## src/qenc_pkg.sv

```systemverilog
/*
 * Shared constants and types for the quadrature encoder counter.
 * Assumes a single 20 MHz core clock and an Avalon-MM slave port of 32-bit words.
 */
package qenc_pkg;
	localparam int unsigned core_clk_hz = 20_000_000;

	// Register byte offsets
	localparam logic [3:0] reg_ctrl = 4'h0;
	localparam logic [3:0] reg_count = 4'h4;
	localparam logic [3:0] reg_raw = 4'h8;
	localparam logic [3:0] reg_status = 4'hC;

	localparam logic [5:0] reg_mask = 6'h10;
	localparam logic [5:0] reg_pins = 6'h14;

	// Control register bit positions
	localparam int ctrl_updown_bit = 0;
	localparam int ctrl_filter_bit = 1;
	localparam int ctrl_idx_pol_bit = 2;
	localparam int ctrl_gate_en_bit = 3;
	localparam int ctrl_gate_pol_bit = 4;
	localparam int ctrl_arm_bit = 5;
	localparam int ctrl_hold_bit = 6;

	localparam logic [6:0] ctrl_reset_value = 7'h02;

	// Status / mask bit positions
	localparam int st_index_bit = 0;
	localparam int st_skip_bit = 1;
	localparam int st_step_bit = 2;
	localparam int status_width = 3;

	// Filter lengths in sample clocks
	localparam logic [3:0] filt_long = 4'hF;
	localparam logic [3:0] filt_short = 4'h3;

	localparam logic [31:0] bad_addr_data = 32'h0000_0000;

	// The last member is bit 0, so the order runs from bit 6 down to match the bit positions above
	typedef struct packed {
		logic hold;
		logic arm;
		logic gate_pol;
		logic gate_en;
		logic idx_pol;
		logic filter;
		logic updown;
	} ctrl_t;

	typedef struct packed {
		logic gate;
		logic index;
		logic phase_b;
		logic phase_a;
	} pins_t;

	typedef enum logic [1:0] {
		bus_idle = 2'b00,
		bus_answer = 2'b01
	} bus_state_t;
endpackage : qenc_pkg

```

## src/quadrature_encoder_counter.sv

```systemverilog
/*
 * One encoder channel: input synchronisers, glitch filters, quadrature or
 * up/down decoder, index zeroing, counters and an Avalon-MM register slave.
 * Assumes encoder pins are asynchronous to core_clk_in and that the bus master
 * holds each request until waitrequest is low.
 */
// The address map and the Avalon-MM slave port were left to the implementer.
// Behaviour
// - Inputs: phase A, B, index, index gate
// - Signed 32-bit count since last zeroing
// - Armed index clears count, drops arm
// - Raw total never cleared by index/hold
// - Hold bit keeps count zero; host releases
// - Mode bit: quadrature or up/down
// - Filter: 15 clocks, else 3 clocks
// - Inputs sampled on one sample clock
// - Index edge polarity selectable, armed only
// - Gate enable masks index by gate input
// - Gate polarity selects active level
// - Quadrature gives four counts per cycle
// - Up/down: A rising steps, B direction
module quadrature_encoder_counter (
	// Clock, reset, enable
	input wire logic core_clk_in,
	input wire logic srst_in,
	input wire logic clk_en_in,
	// Encoder pins
	input wire logic enc_a_in,
	input wire logic enc_b_in,
	input wire logic enc_index_in,
	input wire logic enc_gate_in,
	// Avalon-MM slave
	input wire logic [5:0] avs_address_in,
	input wire logic avs_read_in,
	input wire logic avs_write_in,
	input wire logic [31:0] avs_writedata_in,
	input wire logic [3:0] avs_byteenable_in,
	output logic [31:0] avs_readdata_out,
	output logic avs_waitrequest_out,
	// Interrupt and count view
	output logic irq_out,
	output logic [31:0] count_out
);
	qenc_pkg::ctrl_t ctrl;
	qenc_pkg::pins_t sync1, sync2, filt, filt_d;
	logic [3:0][3:0] stable_cnt;
	logic [31:0] count, raw;
	logic [qenc_pkg::status_width-1:0] status, mask;
	qenc_pkg::bus_state_t bus_state;

	// Two-flop synchronisers on every pin, sampled on the one clock
	always_ff @(posedge core_clk_in) begin
		if (srst_in) begin
			sync1 <= '0;
			sync2 <= '0;
		end else if (clk_en_in) begin
			sync1 <= {enc_gate_in, enc_index_in, enc_b_in, enc_a_in};
			sync2 <= sync1;
		end
	end

	// A change must stand for the full filter length before it is taken
	logic [3:0] filt_len;
	assign filt_len = ctrl.filter ? qenc_pkg::filt_long : qenc_pkg::filt_short;

	// A pin that falls back restarts its count, so a chattering edge never accumulates
	genvar gi;
	generate
		for (gi = 0; gi < 4; gi++) begin : g_filt
			always_ff @(posedge core_clk_in) begin
				if (srst_in) begin
					stable_cnt[gi] <= 4'h0;
					filt[gi] <= 1'b0;
				end else if (clk_en_in) begin
					if (sync2[gi] == filt[gi]) begin
						stable_cnt[gi] <= 4'h0;
					end else if (stable_cnt[gi] + 4'h1 >= filt_len) begin
						stable_cnt[gi] <= 4'h0;
						filt[gi] <= sync2[gi];
					end else begin
						stable_cnt[gi] <= stable_cnt[gi] + 4'h1;
					end
				end
			end
		end
	endgenerate

	always_ff @(posedge core_clk_in) begin
		if (srst_in) begin
			filt_d <= '0;
		end else if (clk_en_in) begin
			filt_d <= filt;
		end
	end

	// Step decode
	logic step_up, step_dn, skip;
	logic [1:0] ab_now, ab_old;
	assign ab_now = {filt.phase_a, filt.phase_b};
	assign ab_old = {filt_d.phase_a, filt_d.phase_b};

	always_comb begin
		step_up = 1'b0;
		step_dn = 1'b0;
		skip = 1'b0;
		if (ctrl.updown) begin
			if (filt.phase_a && !filt_d.phase_a) begin
				step_up = !filt.phase_b;
				step_dn = filt.phase_b;
			end
		end else if (ab_now != ab_old) begin
			// Gray sequence 00-01-11-10; every edge counts
			case ({ab_old, ab_now})
				4'b0001, 4'b0111, 4'b1110, 4'b1000: step_up = 1'b1;
				4'b0010, 4'b1011, 4'b1101, 4'b0100: step_dn = 1'b1;
				default: skip = 1'b1;
			endcase
		end
	end

	// Index event: selected edge, optional gate
	logic idx_edge, gate_ok, idx_event;
	assign idx_edge = ctrl.idx_pol ? (filt.index && !filt_d.index) : (!filt.index && filt_d.index);
	assign gate_ok = !ctrl.gate_en || (filt.gate ^ ctrl.gate_pol);
	assign idx_event = idx_edge && gate_ok && ctrl.arm;

	logic [31:0] delta;
	assign delta = step_up ? 32'h0000_0001 : (step_dn ? 32'hFFFF_FFFF : 32'h0000_0000);

	// Position count: hold wins, then index zeroing, then steps
	always_ff @(posedge core_clk_in) begin
		if (srst_in) begin
			count <= 32'h0000_0000;
		end else if (clk_en_in) begin
			if (ctrl.hold || idx_event) begin
				count <= 32'h0000_0000;
			end else begin
				count <= count + delta;
			end
		end
	end

	// Raw total is only cleared by the core reset
	always_ff @(posedge core_clk_in) begin
		if (srst_in) begin
			raw <= 32'h0000_0000;
		end else if (clk_en_in) begin
			raw <= raw + delta;
		end
	end

	always_ff @(posedge core_clk_in) begin
		if (srst_in) begin
			count_out <= 32'h0000_0000;
		end else if (clk_en_in) begin
			count_out <= count;
		end
	end

	// Bus slave: one wait cycle, answer on the second edge
	logic bus_req, bus_hit;
	assign bus_req = avs_read_in || avs_write_in;
	assign bus_hit = bus_state == qenc_pkg::bus_answer;

	always_ff @(posedge core_clk_in) begin
		if (srst_in) begin
			bus_state <= qenc_pkg::bus_idle;
			avs_waitrequest_out <= 1'b1;
		end else if (clk_en_in) begin
			case (bus_state)
				qenc_pkg::bus_idle: begin
					if (bus_req) begin
						bus_state <= qenc_pkg::bus_answer;
						avs_waitrequest_out <= 1'b0;
					end
				end
				qenc_pkg::bus_answer: begin
					bus_state <= qenc_pkg::bus_idle;
					avs_waitrequest_out <= 1'b1;
				end
				default: begin
					bus_state <= qenc_pkg::bus_idle;
					avs_waitrequest_out <= 1'b1;
				end
			endcase
		end
	end

	logic wr_go, rd_go;
	assign wr_go = bus_hit && avs_write_in && avs_byteenable_in[0];
	// Reads act on the first edge of the request, while waitrequest is still high, so the data returned and the clear-on-read see the same status
	assign rd_go = bus_state == qenc_pkg::bus_idle && avs_read_in;

	// Control: arm drops on the index event; a host write arming in that cycle still wins
	always_ff @(posedge core_clk_in) begin
		if (srst_in) begin
			ctrl <= qenc_pkg::ctrl_reset_value;
		end else if (clk_en_in) begin
			if (idx_event) begin
				ctrl.arm <= 1'b0;
			end
			if (wr_go && avs_address_in == {2'b00, qenc_pkg::reg_ctrl}) begin
				ctrl <= qenc_pkg::ctrl_t'(avs_writedata_in[6:0]);
			end
		end
	end

	always_ff @(posedge core_clk_in) begin
		if (srst_in) begin
			mask <= '0;
		end else if (clk_en_in && wr_go && avs_address_in == qenc_pkg::reg_mask) begin
			mask <= avs_writedata_in[qenc_pkg::status_width-1:0];
		end
	end

	// Sticky status, cleared by read; a new event in the read cycle survives
	logic [qenc_pkg::status_width-1:0] next_status, events;
	logic status_rd;
	assign status_rd = rd_go && avs_address_in == {2'b00, qenc_pkg::reg_status};
	always_comb begin
		events = '0;
		events[qenc_pkg::st_index_bit] = idx_event;
		events[qenc_pkg::st_skip_bit] = skip;
		events[qenc_pkg::st_step_bit] = step_up || step_dn;
		next_status = (status_rd ? '0 : status) | events;
	end

	always_ff @(posedge core_clk_in) begin
		if (srst_in) begin
			status <= '0;
			irq_out <= 1'b0;
		end else if (clk_en_in) begin
			status <= next_status;
			irq_out <= |(next_status & mask);
		end
	end

	always_ff @(posedge core_clk_in) begin
		if (srst_in) begin
			avs_readdata_out <= 32'h0000_0000;
		end else if (clk_en_in && rd_go) begin
			case (avs_address_in)
				{2'b00, qenc_pkg::reg_ctrl}: avs_readdata_out <= {25'h0, ctrl};
				{2'b00, qenc_pkg::reg_count}: avs_readdata_out <= count;
				{2'b00, qenc_pkg::reg_raw}: avs_readdata_out <= raw;
				{2'b00, qenc_pkg::reg_status}: avs_readdata_out <= {29'h0, status};
				qenc_pkg::reg_mask: avs_readdata_out <= {29'h0, mask};
				qenc_pkg::reg_pins: avs_readdata_out <= {28'h0, filt};
				default: avs_readdata_out <= qenc_pkg::bad_addr_data;
			endcase
		end
	end
endmodule : quadrature_encoder_counter

```

## config.mk

```make
export PLATFORM = sky130hd
export DESIGN_NAME = quadrature_encoder_counter
export DESIGN_NICKNAME = d
export VERILOG_FILES = /design/src/qenc_pkg.sv /design/src/quadrature_encoder_counter.sv
export SDC_FILE = /design/constraint.sdc
export NUM_CORES = 1
export LEC_CHECK = 0
export BUFFER_PORTS_ARGS = -buffer_cell sky130_fd_sc_hd__buf_4
export CORE_MARGIN = 3
export CORE_UTILIZATION = 54
export CTS_CLUSTER_SIZE = 12
export DETAILED_ROUTE_END_ITERATION = 6
export GPL_ROUTABILITY_DRIVEN = 0
export PLACE_DENSITY = 0.78
export SYNTH_ARGS = -nofsm -noshare
export SYNTH_HDL_FRONTEND = slang
export SYNTH_SLANG_ARGS = --single-unit
```

## constraint.sdc

```tcl
create_clock -name core_clk_in -period 4.37 [get_ports core_clk_in]
set_clock_uncertainty 0.15 [all_clocks]
set_input_delay 0.2185 -clock core_clk_in [delete_from_list [all_inputs] [get_ports core_clk_in]]
set_output_delay 0.2185 -clock core_clk_in [all_outputs]
set_load 0.01 [all_outputs]
```

==> impl_metrics.env <==
export IMPL_outcome="completed"
export IMPL_instances_no_fill=1560
export IMPL_core_mm2=0.0181
export IMPL_synthDistinctLibCells=78
export IMPL_cts_buffers=17
export IMPL_synth_edf_count=0
export IMPL_crit_type="reg2reg"
export IMPL_synth_ff_type="dfxtp_1"
export IMPL_ff_latch_area_mm2=0.00351
export IMPL_relSlewSlack=0.207
export IMPL_crit_path_max_incr_delay_ns=0.48
export IMPL_worstPathRequired_ns=4.55
export IMPL_irDropWorstVdd_mv=0.263
export IMPL_wl_um=27900
export IMPL_io_pins=117
export IMPL_path_max_fanout=7
export IMPL_leakage_uw=0.00471
export IMPL_grt_max_degree=93
export IMPL_period_share=0.956
export IMPL_drt_iter0_drc=1147
export IMPL_area_growth_pct=13.7
export IMPL_synth_area_top_cells="dfxtp_1 35%, nor2_1 9.2%, mux2i_1 8.2%"
export IMPL_hold_violations=0
export IMPL_grt_first_pass_wirelength_um=45600
export IMPL_post_cts_buffers=0
export IMPL_timing_hold_ws_ns=0.0527
export IMPL_dp_cells=1517
export IMPL_setup_ws_ns=0.194
export IMPL_p_total_uw=3360
export IMPL_floorplan_rows=49
export IMPL_synth_seq_cells=175
export IMPL_dp_hpwl_um=18800
export IMPL_crit_path_start_kind="flip-flop"
export IMPL_fmax_mhz=239
export IMPL_num_vias=9737
export IMPL_cts_root_buf="clkbuf_16"
export IMPL_synth_seq_area_share=0.349
export IMPL_multi_input_area_mm2=0.00603
export IMPL_grt_pass1_vias=9011
export IMPL_drive_above_1_share=0.128
export IMPL_drcViolationCount=0
export IMPL_clkTransAtPathRegs_ns=0.07
export IMPL_fp_dieW_um=142
export IMPL_antenna_found_initial=2
export IMPL_synth_area_per_cell_um2=7.77
export IMPL_tns_ns=0
export IMPL_yosysTopAreaCell="dfxtp_1"
export IMPL_drtAntennaViolNets=0
export IMPL_yosys_area_top_type_share=0.349
export IMPL_path_cells="ha_4 > or3b_2 > a21oi_1 > nor3_4 > xnor2_1 > ha_2 > nand3_1 > nor4_1 > and2_1 > o21ai_0 > o2bb2a_4 > mux2_4 > nor3b_1 > o21a_1"
export IMPL_synthesis_instances=1294
export IMPL_postSynth_asyncResetShare=0
export IMPL_cp_arrival_ns=4.35
export IMPL_clkLatencyLatePin_ns=0.44
export IMPL_pre_cts_ws_ns=0.248
export IMPL_worst_slew_pin_slew_ns=1.19
export IMPL_final_max_slew_viol_count=0
export IMPL_period_needed_ns=4.18
export IMPL_viasPerCell=6.24
export IMPL_end_kind="flip-flop"
export IMPL_overflow=0
export IMPL_cts_max_level=4
export IMPL_setup_viol=0
export IMPL_fill_cells=1583
export IMPL_yosys_warnings=0
export IMPL_first_pass_iters=6
export IMPL_syn_nets=1367
export IMPL_cap_violations=0
export IMPL_clockBufferDepth=2
export IMPL_design_die_area_mm2=0.0203
export IMPL_die_height_um=142
export IMPL_crit_family="simple AND/OR/NAND/NOR gates"
export IMPL_port_buffers=88
export IMPL_wl_per_cell_um=17.9
export IMPL_fin_nets=1391
export IMPL_critPathSlowestCell="dfxtp_1"
export IMPL_grt_usage=0.274
export IMPL_tritoncts="built"
export IMPL_initial_core_util=0.554
export IMPL_hp_class="in2reg"
export IMPL_diodes=0
export IMPL_p_per_area_mw_per_mm2=294
export IMPL_rsz0062_at_grt="no"
export IMPL_cts_sinks=175
export IMPL_syn_area_mm2=0.0101
export IMPL_worst_path_buf_inv=0
## Yosys cell counts (7+ instances only)
master    count
nor2_1      247
dfxtp_1     175
nand2_1      93
clkbuf_1     87
mux2i_1      82
a21oi_1      64
o21ai_0      60
a22oi_1      56
nor3_1       40
nand3_1      36
nand4_1      35
nor4_1       30
xor2_1       30
ha_1         22
inv_1        22
or3_1        20
xnor2_1      16
and3_1       14
or4_1        14
buf_1        11
buf_2         8
a21o_1        7
## repair_timing
item	CTS	global route
gates resized for setup	0	2
endpoints found under the hold margin	14	0
hold buffers	11	0
endpoints found under the setup margin	0	3
## where the power goes
part / total (uW) / switching (uW) / internal (uW)
clock: 1600 / 713 / 883
sequential: 1610 / 6.47 / 1600
combinational: 157 / 103 / 54.4
total: 3360 / 823 / 2540
## kinds of logic after synthesis
kind of cell / count (synthesis) / share of synthesized area
and+or+nand+nor: 583 / 0.278
muxes: 89 / 0.0899
AOI/OAI and AO/OA: 244 / 0.161
buffers and inverters: 135 / 0.0544
adders and majority gates: 22 / 0.0274
DFF: 175 / 0.349
xor gates and xnor gates: 46 / 0.0401
## placed cells by master (no fill, tap or decap), types with 35 or more instances in the layout
| cell | netlist | final |
|---|---|---|
| mux2i_1 | 82 | 82 |
| nor3_1 | 40 | 40 |
| dfxtp_1 | 175 | 174 |
| nor2_1 | 247 | 247 |
| buf_4 | 4 | 106 |
| nand4_1 | 35 | 35 |
| a21oi_1 | 64 | 64 |
| o21ai_0 | 60 | 59 |
| nand2_1 | 93 | 93 |
| a22oi_1 | 56 | 56 |
| nand3_1 | 36 | 36 |
## worst min-delay path, delay by kind of cell
family | cells | cell delay (ns)
compound gates | 1 | 0.06
buf+inv | 1 | 0.09
simple gates | 3 | 0.23
## path summary, 6_finish.rpt
path	startpoint	endpoint	slack, ns	depth (start not counted)
setup / recovery	ab_now[1]$_SDFFE_PP0P_	raw[24]$_SDFFE_PP0P_	0.19	14
hold / removal	avs_read_in	bus_state[0]$_SDFFE_PP0P_	0.05	5
setup reg to reg	ab_now[1]$_SDFFE_PP0P_	raw[24]$_SDFFE_PP0P_	0.19	14
hold reg to reg	irq_out$_SDFFE_PP0P_	irq_out$_SDFFE_PP0P_	0.34	2
## stage by stage
| step | utilization | cell area [um2] |
|---|---|---|
| global route | 0.630 | 11400 |
| floorplan | - | 10100 |
| detailed placement | 0.590 | 10700 |
| global placement | 0.590 | 10700 |
| CTS | 0.629 | 11400 |
| finish | 0.630 | 11400 |
## layer usage
metal	global-route usage	vias to the layer above	share of wire
met4	0.104	4	0.026
met5	0	-	0.00097
li1	-	4652	-
met2	0.440	438	0.47
met3	0.0628	86	0.084
met1	0.362	4557	0.42
## area by class of cell
class,instances,area share
multi-input cells,984,0.528
inverters,23,0.00756
clock buffers,19,0.0388
clock inverters,13,0.0146
repair buffers,117,0.0793
flip-flops and latches,175,0.307
well taps,229,0.0251
## state kept, by name (all words and copies together), names as in the netlist, 3 cells and up
signal / flops
raw: 32
status: 3
stable_cnt: 16
sync2: 4
count_out: 32
mask: 3
avs_readdata_out: 32
sync1: 4
count: 32
ctrl: 7
Note: power is estimated with default switching activity, not from simulation.
